$ cat config.mk
export PLATFORM = sky130hd
export DESIGN_NAME = part_ctl
export DESIGN_NICKNAME = d
export VERILOG_FILES = /design/src/inc/part_ctl_pkg.sv /design/src/hw/part_ctl.sv
export SDC_FILE = /design/constraint.sdc
export NUM_CORES = 1
export LEC_CHECK = 0
export BUFFER_PORTS_ARGS = -buffer_cell sky130_fd_sc_hd__clkbuf_2
export CAP_MARGIN = 20
export CELL_PAD_IN_SITES_DETAIL_PLACEMENT = 0
export CELL_PAD_IN_SITES_GLOBAL_PLACEMENT = 2
export CORE_MARGIN = 3
export CORE_UTILIZATION = 29
export DETAILED_ROUTE_END_ITERATION = 16
export GPL_TIMING_DRIVEN = 0
export PLACE_DENSITY = 0.75
export SYNTH_ARGS = -nofsm -noshare
export SYNTH_HDL_FRONTEND = slang
export SYNTH_SLANG_ARGS = --single-unit
$ cat constraint.sdc
create_clock -name hclk -period 3.2 [get_ports hclk]
set_input_delay 0.32 -clock hclk [delete_from_list [all_inputs] [get_ports hclk]]
set_output_delay 0.32 -clock hclk [all_outputs]
set_load 0.005 [all_outputs]
$ cat src/inc/part_ctl_pkg.sv
// Package for the switch partition control register bank.
// Assumes AHB-Lite word access, 32-bit data, one partition per instance.
package part_ctl_pkg;
    // Register byte offsets
    localparam logic [11:0] sbr_start_delay_off   = 12'h08c;
    localparam logic [11:0] partition_control_off = 12'h100;
    localparam logic [11:0] partition_status_off  = 12'h104;
    localparam logic [11:0] irq_status_off        = 12'h108;
    localparam logic [11:0] irq_mask_off          = 12'h10c;
    localparam logic [11:0] link_events_off       = 12'h110;

    // Partition control fields
    localparam int ctl_state_lsb   = 0;
    localparam int ctl_inhibit_bit = 2;

    // Partition status fields
    localparam int sts_started_bit = 0;
    localparam int sts_done_bit    = 1;
    localparam int sts_has_us_bit  = 4;
    localparam int sts_us_num_lsb  = 5;
    localparam int sts_cur_lsb     = 9;

    // Interrupt bits
    localparam int irq_started_bit = 0;
    localparam int irq_done_bit    = 1;
    localparam int irq_sbr_bit     = 2;
    localparam int irq_width       = 3;

    // Partition state encodings
    typedef enum logic [1:0] {
        part_disabled = 2'h0,
        part_active   = 2'h1,
        part_reserved = 2'h2,
        part_reset    = 2'h3
    } part_state_type;

    // Delay timebase
    localparam int clock_mhz      = 200;
    localparam int cycles_per_us  = clock_mhz;
    localparam int sbr_delay_bits = 16;
    localparam int change_cycles  = 4;
endpackage

$ cat src/hw/part_ctl.sv
// Partition control and status register bank with delayed secondary reset.
// Assumes one AHB-Lite master, word transfers, inputs synchronous to hclk.
`timescale 1ns/10ps
`default_nettype none
module part_ctl #(
    parameter int change_cycles = part_ctl_pkg::change_cycles
) (
    // AHB-Lite slave
    input  wire  logic        hclk,
    input  wire  logic        hresetn,
    input  wire  logic        hsel,
    input  wire  logic [11:0] haddr,
    input  wire  logic [1:0]  htrans,
    input  wire  logic        hwrite,
    input  wire  logic [2:0]  hsize,
    input  wire  logic        hready,
    input  wire  logic [31:0] hwdata,
    output logic [31:0]       hrdata,
    output logic              hreadyout,
    output logic              hresp,
    // Boot strap and partition topology
    input  wire  logic [1:0]  boot_part_state,
    input  wire  logic        us_assigned,
    input  wire  logic [3:0]  us_port_id,
    // Upstream link and reset requests
    input  wire  logic        us_dl_down,
    input  wire  logic        sbr_request,
    output logic              us_hot_reset,
    output logic              ds_hot_reset,
    output logic              sbr_start,
    output logic [1:0]        part_state,
    // Interrupt
    output logic              irq
);
    initial begin
        if (change_cycles < 1 || change_cycles > 255) begin
            $error("change_cycles out of range");
        end
        // The microsecond prescaler is only eight bits wide
        if (part_ctl_pkg::cycles_per_us < 1
            || part_ctl_pkg::cycles_per_us > 256) begin
            $error("cycles_per_us out of range");
        end
    end

    // ****************************************************************
    // State
    // ****************************************************************
    typedef struct packed {
        logic        boot_taken;
        logic        wr_pend;
        logic        rd_pend;
        logic [11:0] addr;
        logic [15:0] sbr_delay;
        logic [1:0]  req_state;
        logic        inhibit;
        logic [1:0]  cur_state;
        logic        busy;
        logic [7:0]  chg_cnt;
        logic        started;
        logic        done;
        logic        sbr_busy;
        logic [15:0] us_cnt;
        logic [7:0]  tick_cnt;
        logic        sbr_pulse;
        logic        us_hot;
        logic        ds_hot;
        logic [2:0]  irq_sts;
        logic [2:0]  irq_mask;
        logic [31:0] rdata;
    } state_type;

    state_type st_reg;
    state_type st_next;

    logic        addr_ph;
    logic [31:0] wmask;
    logic [2:0]  irq_set;
    logic        sw_state_wr;
    logic        start_now;

    // Address phase taken only while the bus is ready
    assign addr_ph   = hsel && hready && htrans[1];
    assign hreadyout = 1'b1;
    assign hresp     = 1'b0;
    assign hrdata    = st_reg.rdata;
    assign irq       = |(st_reg.irq_sts & ~st_reg.irq_mask); // Set bit hides
    assign us_hot_reset = st_reg.us_hot;
    assign ds_hot_reset = st_reg.ds_hot;
    assign sbr_start    = st_reg.sbr_pulse;
    assign part_state   = st_reg.cur_state;
    assign wmask        = hwdata;

    // Read mux, decode shared by reads only
    function automatic logic [31:0] read_word(input state_type s,
                                              input logic [11:0] a,
                                              input logic us_a,
                                              input logic [3:0] us_id);
        logic [31:0] r;
        r = 32'h0000_0000;
        if (a == part_ctl_pkg::sbr_start_delay_off) begin
            r[15:0] = s.sbr_delay;
        end else if (a == part_ctl_pkg::partition_control_off) begin
            r[part_ctl_pkg::ctl_state_lsb +: 2] = s.req_state;
            r[part_ctl_pkg::ctl_inhibit_bit]    = s.inhibit;
        end else if (a == part_ctl_pkg::partition_status_off) begin
            r[part_ctl_pkg::sts_started_bit] = s.started;
            r[part_ctl_pkg::sts_done_bit]    = s.done;
            r[part_ctl_pkg::sts_has_us_bit]  = us_a;
            if (us_a) begin
                r[part_ctl_pkg::sts_us_num_lsb +: 4] = us_id;
            end
            r[part_ctl_pkg::sts_cur_lsb +: 2] = s.cur_state;
        end else if (a == part_ctl_pkg::irq_status_off) begin
            r[2:0] = s.irq_sts;
        end else if (a == part_ctl_pkg::irq_mask_off) begin
            r[2:0] = s.irq_mask;
        end
        return r;
    endfunction

    // ****************************************************************
    // Next state
    // ****************************************************************
    always_comb begin
        st_next = st_reg;
        irq_set = 3'h0;
        sw_state_wr = 1'b0;
        st_next.sbr_pulse = 1'b0;
        st_next.us_hot = 1'b0;
        st_next.ds_hot = 1'b0;
        // Strap caught one cycle after reset release
        if (!st_reg.boot_taken) begin
            st_next.boot_taken = 1'b1;
            st_next.req_state  = boot_part_state;
            st_next.cur_state  = boot_part_state;
        end
        // Read data registered for the data phase
        st_next.rd_pend = addr_ph && !hwrite;
        st_next.wr_pend = addr_ph && hwrite;
        if (addr_ph) begin
            st_next.addr = haddr;
        end
        if (addr_ph && !hwrite) begin
            st_next.rdata = read_word(st_reg, haddr, us_assigned, us_port_id);
        end
        // Write data phase
        if (st_reg.wr_pend) begin
            if (st_reg.addr == part_ctl_pkg::sbr_start_delay_off) begin
                st_next.sbr_delay = wmask[15:0];
            end else if (st_reg.addr == part_ctl_pkg::partition_control_off) begin
                // Reserved code is refused; the field keeps its value
                if (wmask[1:0] != part_ctl_pkg::part_reserved) begin
                    st_next.req_state = wmask[1:0];
                    sw_state_wr = (wmask[1:0] != st_reg.req_state);
                end
                st_next.inhibit = wmask[part_ctl_pkg::ctl_inhibit_bit];
            end else if (st_reg.addr == part_ctl_pkg::partition_status_off) begin
                if (wmask[part_ctl_pkg::sts_started_bit]) begin
                    st_next.started = 1'b0;
                end
                if (wmask[part_ctl_pkg::sts_done_bit]) begin
                    st_next.done = 1'b0;
                end
            end else if (st_reg.addr == part_ctl_pkg::irq_status_off) begin
                st_next.irq_sts = st_reg.irq_sts & ~wmask[2:0];
            end else if (st_reg.addr == part_ctl_pkg::irq_mask_off) begin
                st_next.irq_mask = wmask[2:0];
            end
        end
        // State change sequencing; a new request restarts the timer
        if (sw_state_wr) begin
            st_next.started = 1'b1;
            st_next.busy    = 1'b1;
            st_next.chg_cnt = 8'(change_cycles);
            irq_set[part_ctl_pkg::irq_started_bit] = 1'b1;
        end else if (st_reg.busy) begin
            if (st_reg.chg_cnt <= 8'h01) begin
                st_next.busy      = 1'b0;
                st_next.cur_state = st_reg.req_state;
                st_next.done      = 1'b1;
                irq_set[part_ctl_pkg::irq_done_bit] = 1'b1;
            end else begin
                st_next.chg_cnt = st_reg.chg_cnt - 8'h01;
            end
        end
        // Secondary bus reset delay timer, microsecond ticks
        start_now = 1'b0;
        if (sbr_request && !st_reg.sbr_busy) begin
            if (st_reg.sbr_delay == 16'h0000) begin
                start_now = 1'b1;
            end else begin
                st_next.sbr_busy = 1'b1;
                st_next.us_cnt   = st_reg.sbr_delay;
                st_next.tick_cnt = 8'(part_ctl_pkg::cycles_per_us - 1);
            end
        end else if (st_reg.sbr_busy) begin
            if (st_reg.tick_cnt == 8'h00) begin
                st_next.tick_cnt = 8'(part_ctl_pkg::cycles_per_us - 1);
                if (st_reg.us_cnt == 16'h0001) begin
                    st_next.sbr_busy = 1'b0;
                    start_now = 1'b1;
                end else begin
                    st_next.us_cnt = st_reg.us_cnt - 16'h0001;
                end
            end else begin
                st_next.tick_cnt = st_reg.tick_cnt - 8'h01;
            end
        end
        if (start_now) begin
            st_next.sbr_pulse = 1'b1;
            irq_set[part_ctl_pkg::irq_sbr_bit] = 1'b1;
        end
        // Link-down hot reset; link layers are never touched here
        if (us_dl_down && !st_reg.inhibit) begin
            st_next.us_hot = 1'b1;
            st_next.ds_hot = 1'b1;
        end
        // Set wins over clear for interrupt status
        st_next.irq_sts = st_next.irq_sts | irq_set;
    end

    // Single register for all state
    always_ff @(posedge hclk or negedge hresetn) begin
        if (!hresetn) begin
            st_reg <= '0;
        end else begin
            st_reg <= st_next;
        end
    end

    // ****************************************************************
    // Assertions
    // ****************************************************************
    // Secondary reset timing
    zero_delay_a: assert property (
        @(posedge hclk) disable iff (!hresetn)
        sbr_request && !st_reg.sbr_busy && st_reg.sbr_delay == 16'h0000
        |=> sbr_start) else $error("zero delay did not start reset");
    delay_hold_a: assert property (
        @(posedge hclk) disable iff (!hresetn)
        sbr_request && !st_reg.sbr_busy && st_reg.sbr_delay != 16'h0000
        |=> !sbr_start [*8]) else $error("reset started early");

    // Link-down hot reset gating
    inhibit_us_a: assert property (
        @(posedge hclk) disable iff (!hresetn)
        us_dl_down && st_reg.inhibit |=> !us_hot_reset)
        else $error("upstream hot reset despite inhibit");
    inhibit_ds_a: assert property (
        @(posedge hclk) disable iff (!hresetn)
        us_dl_down && st_reg.inhibit |=> !ds_hot_reset)
        else $error("downstream hot reset despite inhibit");
    hot_reset_a: assert property (
        @(posedge hclk) disable iff (!hresetn)
        us_dl_down && !st_reg.inhibit |=> us_hot_reset && ds_hot_reset)
        else $error("link down gave no hot reset");

    // Partition state change flags
    started_set_a: assert property (
        @(posedge hclk) disable iff (!hresetn)
        sw_state_wr |=> st_reg.started && st_reg.busy)
        else $error("started flag not set");
    done_set_a: assert property (
        @(posedge hclk) disable iff (!hresetn)
        sw_state_wr |-> ##[1:256] st_reg.done)
        else $error("done flag not set");
    state_match_a: assert property (
        @(posedge hclk) disable iff (!hresetn)
        $rose(st_reg.done) |-> part_state == st_reg.req_state)
        else $error("current state not updated");
    no_reserved_a: assert property (
        @(posedge hclk) disable iff (!hresetn)
        st_reg.wr_pend && st_reg.addr == part_ctl_pkg::partition_control_off
        && hwdata[1:0] == part_ctl_pkg::part_reserved
        |=> $stable(st_reg.req_state))
        else $error("reserved state accepted");

    // Interrupt status: a hardware set survives a same-cycle clear
    irq_kept_a: assert property (
        @(posedge hclk) disable iff (!hresetn)
        irq_set != 3'h0
        |=> (st_reg.irq_sts & $past(irq_set)) == $past(irq_set))
        else $error("interrupt status lost");

    // Main scenarios
    change_c: cover property (@(posedge hclk) sw_state_wr ##[1:16] st_reg.done);
    sbr_c:    cover property (@(posedge hclk) st_reg.sbr_busy ##1 sbr_start);
    inhib_c:  cover property (@(posedge hclk) us_dl_down && st_reg.inhibit);
    hot_c:    cover property (@(posedge hclk) us_hot_reset && ds_hot_reset);
    irq_c:    cover property (@(posedge hclk) irq);
endmodule
`default_nettype wire

; ---- Yosys cells after proc, flatten, opt, wreduce, memory -nomap -nowiden
; Cells that the tools add are included.
[classes]
eq_ne = 18
muxes = 62
n_bitwise = 9
reduce_logical = 25
add_sub_neg = 3
n_lt_le_gt_ge = 1
[ops]
columns = cell, n
row1 = "12-bit by 9-bit == test with 1-bit output, second input constant", 8
row2 = 25-bit 2-to-1 mux, 3
row3 = 3-bit 2-to-1 mux, 11
row4 = "12-bit by 8-bit == test with 1-bit output, second input constant", 2
row5 = 6-bit 2-to-1 mux, 4
row6 = 1-bit 2-to-1 mux, 23
row7 = 7-bit 2-to-1 mux, 3
row8 = 2-bit 2-to-1 mux, 10
row9 = 17-bit 2-to-1 mux, 1
row10 = "16-bit by 1-bit == test with 1-bit output, second input constant", 1
row11 = 16-bit zero test, 1
row12 = 16-bit 2-to-1 mux, 1
row13 = 8-bit 2-to-1 mux, 2
row14 = "16-bit by 1-bit subtractor with 16-bit output, second input constant", 1
row15 = "8-bit by 1-bit subtractor with 8-bit output, second input constant", 2
row16 = "2-bit inequality test, second input constant", 6
row17 = 2-bit nonzero test, 6
row18 = 11-bit 2-to-1 mux, 1
row19 = 9-bit 2-to-1 mux, 1
row20 = "8-bit by 1-bit <= comparator with 1-bit output, second input constant", 1
row21 = 8-bit zero test, 1
row22 = 3-bit bitwise AND, 2
row23 = 1-bit logical AND, 6
row24 = 3-bit inverter, 2
row25 = 12 further kinds, 19
[totals]
ff_bits = 96
wordCells = 138
out_inout_bits = 40

; ---- Longest topological paths before layout
; Gate-level depths: netlist of run 1.
[depth]
word_depth = 8
depth_mapped = 8

; ---- Worst setup path after synthesis of run 1
; OpenSTA, ideal clock, no wires.
[synth_path]
kind = register -> register
start = register st_reg[41] (netlist bit)
end = register st_reg[46] (netlist bit)
setup_slack_ps = 1167
path_stages_with_launch = 8
t_arrival_ps = 1895
setup_time_ps = 137
cell_sequence = dfrtp_1 inv_1 ha_1 or4b_2 o41ai_4 nor2_1 o21ai_0 o31ai_1
[synth_via]
elab_chain_len = 4
word_cells_on_any_way = 5
[synth_rtl]
columns = item, line
row1 = "start, declared", part_ctl.sv:73  ; state_type st_reg;
row2 = "start signal, assigned", part_ctl.sv:228  ; st_reg <= st_next;
row3 = 8-bit by 1-bit subtractor with 8-bit output or 8-bit zero test (tied branches), "part_ctl.sv:207, part_ctl.sv:198"
row4 = 8-bit 2-to-1 mux (*), part_ctl.sv:198  ; if (st_reg.tick_cnt == 8'h00) begin
row5 = 25-bit 2-to-1 mux (*), part_ctl.sv:197  ; end else if (st_reg.sbr_busy) begin
row6 = 25-bit 2-to-1 mux (*), part_ctl.sv:189  ; if (sbr_request && !st_reg.sbr_busy) begin
; Every way passes the cells marked *; elsewhere a longest branch is shown, timed or not. The select of a mux whose other input is x is not followed.
; A chain may end at the register's enable or synchronous reset.

; ---- Final worst setup path of run 1
[layout_path]
start = register st_reg[83] (netlist bit)
end = register st_reg[48] (netlist bit)
[layout_via]
elab_chain_len = 3
[layout_rtl]
columns = item, line
row1 = 16-bit zero test, part_ctl.sv:190  ; if (st_reg.sbr_delay == 16'h0000) begin
row2 = 2-bit inequality test (no line), -
row3 = 2-bit AND reduction (no line), -
; Every way passes these cells.

==> flow_metrics.py, run 1 <==
metrics = {
    "finish": {
        "design_area_um2": 5947,
        "fin_util_pct": 35.73,
        "area_growth_syn_to_layout_pct": 19.96,
        "antennaDiodeCount": 0,
        "drive_above_1_share_pct": 29.08,
        "final_cells": 808,
        "largest_reg_flops": 75,
        "layout.nets": 652,
    },
    "critical_path": {
        "path_class": "reg2reg",
        "cp_slowest_stage_delay_ns": 0.63,
        "r2r_setup_slack_ns": 0.91,
        "critPathMaxFanout": 8,
        "required_ns": 3.45,
        "path_cells": "nor4_1 > nand4_1 > a21oi_1 > a21oi_1 > o22a_1",
        "arrival_ns": 2.54,
        "end_kind": "flop",
        "cp_num_buf_inv": 0,
        "reg2reg_to": "st_reg[48]$_DFFE_PN0P_",
        "reg2reg_depth": 5,
        "crit_top_cell": "a21oi_1",
        "r2r_start": "st_reg[83]$_DFFE_PN0P_",
        "slowest_stage": "a21oi_1",
        "cp_top_family": "compound AO/OA/AOI/OAI gates",
        "cp-start-kind": "flop",
    },
    "logic_synthesis": {
        "synthTopCellsByCount": "dfrtp_1, o21ai_0, nor2_1",
        "synthCells": 490,
        "synth_top_area_share_pct": 47.96,
        "postSynth.asyncResetShare_pct": 100.0,
        "synth_area_leaders": "dfrtp_1, mux2_2, buf_4",
        "synthesis.area_um2": 4957,
        "synth-edff-count": 0,
        "synthFlopType": "dfrtp_1",
        "synth_cell_types": 61,
        "yosysTopAreaCell": "dfrtp_1",
        "avgSynthCellArea_um2": 10.12,
        "synth_most_common_cell": "dfrtp_1",
        "synth-seq-cells": 95,
        "ys_seq_area_share_pct": 47.96,
        "yosys_warnings": 0,
    },
    "cts": {
        "numCtsBuffers": 9,
        "post-cts-setup-buffer-count": 0,
        "clockBufferDepth": 2,
        "ctsHoldBuffers": 1,
        "path_clk_slew_ns": 0.07,
        "htreeDepth": 3,
        "clock_sinks": 95,
        "clk_latency_ns": 0.36,
        "cts.repair.resized": 0,
        "cts_tree": "built",
        "clock_tree.root_cell": "clkbuf_16",
    },
    "hold_path": {
        "min_path_cells": 2,
        "hold_start": "hwdata[13]",
        "hold_end": "st_reg[95]$_DFFE_PN0P_",
        "hold_path.class": "in2reg",
    },
    "sta": {
        "setup_violations": 0,
        "timing.final.crit_share_pct": 71.47,
        "relSlewSlack_pct": 37.60,
        "rsz0062_at_grt": "false",
        "finalHoldViolCount": 0,
        "drv_slew": 0,
        "tns_ns": 0,
        "hold_ws_ns": 0.2026,
        "period_minus_slack_ns": 2.287,
        "tightest_slew_ns": 0.9275,
        "clock_skew_ns": 0.01158,
        "clock.fmax_mhz": 437.3,
    },
    "job": {
        "max_cap_viol_count": 0,
    },
    "die": {
        "start_util_pct": 29.79,
        "fp-row-count": 47,
        "die_y_um": 136.7,
        "core-area_um2": 16640,
        "boundaryPins": 103,
        "die-area_um2": 18700,
        "die_w_um": 136.7,
    },
    "grt": {
        "grt_max_degree": 34,
        "antenna_found_initial": 0,
        "grt_pass1_vias": 3921,
        "grt_overflow_total": 0,
        "track_usage_pct": 13.85,
        "grt_pass1_wl_um": 20050,
    },
    "routing": {
        "avgViaCountPerCell": 4.796,
        "firstDrtPassIters": 4,
        "drc": 0,
        "routedWlPerCell_um": 15.43,
        "routed_wl_um": 12470,
        "drt_iter0_drc": 155,
        "vias": 3875,
        "antenna_left": 0,
    },
    "placed_design": {
        "gp_congestion": 0.7976,
        "placed_cells": 791,
        "port_buffers": 62,
        "dp_hpwl_um": 9399,
        "dpl-instance-area_um2": 5649,
    },
    "power": {
        "ir_worst_vdd_mv": 0.2967,
        "p_leak_nw": 2.704,
        "p_per_area_nw_per_um2": 582.2,
    },
    "run_status": {
        "status": "finished clean",
    },
}
## worst reg2reg max path: stages (launching register included)
cell     delay [ns]
dfrtp_1        0.43
nor4_1         0.43
nand4_1        0.38
a21oi_1        0.64
a21oi_1        0.09
o22a_1         0.22
## worst max-delay path by stage
stage	end	depth (start not counted)	slack (ns)	start
floorplan	st_reg[46]$_DFFE_PN0P_	7	1.17	st_reg[41]$_DFFE_PN0P_
global placement	st_reg[103]$_DFFE_PN0P_	1	0.43	hresetn
detailed placement	hrdata[5]$_DFFE_PN0P_	6	0.86	haddr[6]
CTS	st_reg[48]$_DFFE_PN0P_	5	0.92	st_reg[83]$_DFFE_PN0P_
global route	st_reg[54]$_DFFE_PN0P_	6	0.69	st_reg[43]$_DFFE_PN0P_
finish	st_reg[48]$_DFFE_PN0P_	5	0.91	st_reg[83]$_DFFE_PN0P_
## kinds of logic (layout without fill, tap and decap cells)
group,Yosys count,in the layout,synth area share (%)
and+or+nand+nor,153,153,16.46
AOI/OAI and AO/OA,112,112,14.36
DFF,95,95,47.96
buffers and inverters,78,159,9.187
muxes,38,38,9.313
adders and majority gates,6,6,1.514
xor gates and xnor gates,6,6,1.060
other,2,19,0.1515
## per-stage QoR
step           power, mW  setup WS [ns]
2_1_floorplan      2.163          1.167
4_1_cts            3.508         0.9202
6_report           3.462         0.9131
5_1_grt            3.687         0.6871
3_3_place_gp       2.387         0.4334
3_5_place_dp       2.428         0.8569
## cell type report
class,count,area [µm²]
tap,220,275.3
clock inverter,7,62.56
sequential,95,2377
multi-input combinational,334,2188
inverter,20,75.07
fill,1718,10700
timing repair buffer,65,362.8
buffer,58,380.4
clock buffer,9,225.2
## per-layer routing
metal	part of all wire, %	global-route usage (%)	up-vias
met5	0	0	-
met4	1.8	4.815	0
met1	46	18.10	1872
met3	5.1	3.419	17
met2	47	22.37	101
li1	-	-	1885
## placed cells by master, fill, tap and decap left out, types with 5 or more instances in the layout
master     netlist  routed
conb_1           2      19
dfrtp_1         95      95
nand2b_1         6       6
buf_4           37      37
inv_1           20      20
ha_1             6       6
nor2_1          44      44
nand2_1         33      33
or3_1            5       5
nand3_1          8       8
a22oi_1         10      10
clkbuf_16        0       9
o21ai_0         47      47
mux2_2          29      29
xnor2_1          5       5
clkbuf_2         0      61
nor4_1          13      13
a221oi_1         7       7
a21oi_1         23      23
o31ai_1          6       6
nor2b_1          6       6
clkbuf_1        13      13
nor3_1          11      11
## where the power goes
part	internal [mW]	switching, mW	total [mW]
Sequential	1.41	0.214	1.63
Combinational	0.370	0.405	0.775
Clock	0.544	0.517	1.06
Total	2.33	1.14	3.46
Note: power is estimated with default switching activity, not from simulation.
==> inputs of run 2 (changes only) <==
- clock period: 3.2 -> 2.16 ns (I/O delays scaled with it)
==> run 2 against run 1 <==
Against the previous run: hold slack got worse by 0.10 ns; power increased by 49%; sequential share of layout area decreased by 1.0 points; critical path depth unchanged; largest power group unchanged; setup slack got worse by 0.87 ns; combinational power increased by 50%; highest routed layer unchanged; routed wire length increased by 1.4%; die area unchanged; fmax increased by 7.8%; sequential power increased by 49%; first-iteration DRC count increased by 6.5%.
==> flow_metrics.py, run 2 (synthesis gave the netlist of run 1 again) <==
metrics = {
    "sta": {
        "clock.fmax_mhz": 471.3,
        "tns_ns": 0,
        "rsz0062_at_grt": "true",
        "period_minus_slack_ns": 2.122,
        "finalWorstSetupSlack_ns": 0.03824,
        "tightest_slew_ns": 0.9327,
        "clock_skew_ns": 0.01207,
        "hold_ws_ns": 0.09793,
        "setup_violations": 0,
        "drv_slew": 0,
        "timing.final.crit_share_pct": 98.23,
        "finalHoldViolCount": 0,
        "relSlewSlack_pct": 37.24,
    },
    "die": {
        "start_util_pct": 29.79,
        "die_y_um": 136.7,
        "die-area_um2": 18700,
        "fp-row-count": 47,
        "die_w_um": 136.7,
        "core-area_um2": 16640,
        "boundaryPins": 103,
    },
    "routing": {
        "vias": 3934,
        "antenna_left": 0,
        "routed_wl_um": 12650,
        "avgViaCountPerCell": 4.827,
        "routedWlPerCell_um": 15.52,
        "firstDrtPassIters": 4,
        "drt_iter0_drc": 165,
        "drc": 0,
    },
    "grt": {
        "grt_pass1_wl_um": 20120,
        "grt_overflow_total": 0,
        "grt_pass1_vias": 3941,
        "grt_max_degree": 34,
        "track_usage_pct": 13.89,
        "antenna_found_initial": 0,
    },
    "power": {
        "ir_worst_vdd_mv": 0.3503,
        "power_mw": 5.171,
        "p_per_area_nw_per_um2": 847.3,
        "p_leak_nw": 2.778,
    },
    "placed_design": {
        "dp_hpwl_um": 9399,
        "pre_cts_ws_ns": -0.09593,
        "port_buffers": 62,
        "gp_congestion": 0.7976,
    },
    "hold_path": {
        "hold_path.class": "in2reg",
    },
    "critical_path": {
        "arrival_ns": 2.37,
        "required_ns": 2.41,
        "r2r_setup_slack_ns": 0.04,
        "path_class": "reg2reg",
        "end_kind": "flop",
        "critPathMaxFanout": 8,
        "cp-start-kind": "flop",
    },
    "finish": {
        "drive_above_1_share_pct": 31.43,
        "largest_reg_flops": 75,
        "layout.nets": 659,
        "area_growth_syn_to_layout_pct": 23.12,
        "mostFrequentLayoutCells": "dfrtp_1, clkbuf_2, o21ai_0",
        "fillerInstances": 1705,
        "final_common_cell": "dfrtp_1",
        "antennaDiodeCount": 0,
        "fin_util_pct": 36.67,
    },
    "cts": {
        "htreeDepth": 3,
        "clockBufferDepth": 2,
        "clock_sinks": 95,
        "numCtsBuffers": 9,
        "cts_tree": "built",
        "path_clk_slew_ns": 0.07,
        "clock_tree.root_cell": "clkbuf_16",
        "clk_latency_ns": 0.36,
    },
    "job": {
        "max_cap_viol_count": 0,
    },
    "run_status": {
        "status": "finished clean",
    },
}
[run 2: final timing paths]
kind	from	depth (start not counted)	endpoint
setup / recovery	st_reg[83]$_DFFE_PN0P_	5	st_reg[48]$_DFFE_PN0P_
min in group asynchronous	hresetn	2	st_reg[93]$_DFFE_PN0P_
setup reg to reg	st_reg[83]$_DFFE_PN0P_	5	st_reg[48]$_DFFE_PN0P_
max in group asynchronous	hresetn	4	st_reg[79]$_DFFE_PN0P_
hold / removal	hwdata[11]	2	st_reg[93]$_DFFE_PN0P_
hold reg to reg	hrdata[14]$_DFFE_PN0P_	2	hrdata[14]$_DFFE_PN0P_
[run 2: final cells by class]
cell class / instances / area, µm² / area share, %
clock buffers: 9 / 225.2 / 3.690
plain buffers: 56 / 397.9 / 6.519
well taps: 220 / 275.3 / 4.510
repair buffers: 74 / 460.4 / 7.544
flip-flops and latches: 95 / 2377 / 38.95
multi-input cells: 334 / 2230 / 36.53
inverters: 20 / 75.07 / 1.230
clock inverters: 7 / 62.56 / 1.025
[run 2: timing repair]
action | in CTS | in global routing
endpoints found under the setup margin | 14 | 23
hold buffers | 1 | 0
cloned | 0 | 1
resized for setup | 2 | 16
buffers inserted | 4 | 4
hold endpoints to repair | 32 | 0
pin swaps | 4 | 4
[run 2: stage by stage]
step,instance area [µm²],std cells
5_1_grt,6103,815
6_report,6103,815
2_1_floorplan,5021,507
4_1_cts,5984,812
3_5_place_dp,5649,791
3_3_place_gp,5607,789
[run 2: report_power, final]
part	switching, mW	internal (mW)
combinational	0.599	0.562
clock	0.772	0.806
sequential	0.339	2.09
[run 2: worst max-delay path, cell delays in order, from the launching register on]
cell and delay [ns]:
dfrtp_1 0.43, nor4_1 0.44, nand4_1 0.40, a21oi_2 0.46
a21oi_1 0.08, o22a_1 0.21
[run 2: per-layer routing]
metal	share of wire [%]	track usage [%]	wire, µm	vias up
li1	-	-	-	1903
met1	46	18.13	5825	1936
met2	48	22.51	6071	75
met3	4.0	3.419	503	20
met4	2.0	4.815	249	0
met5	0	0	0	-
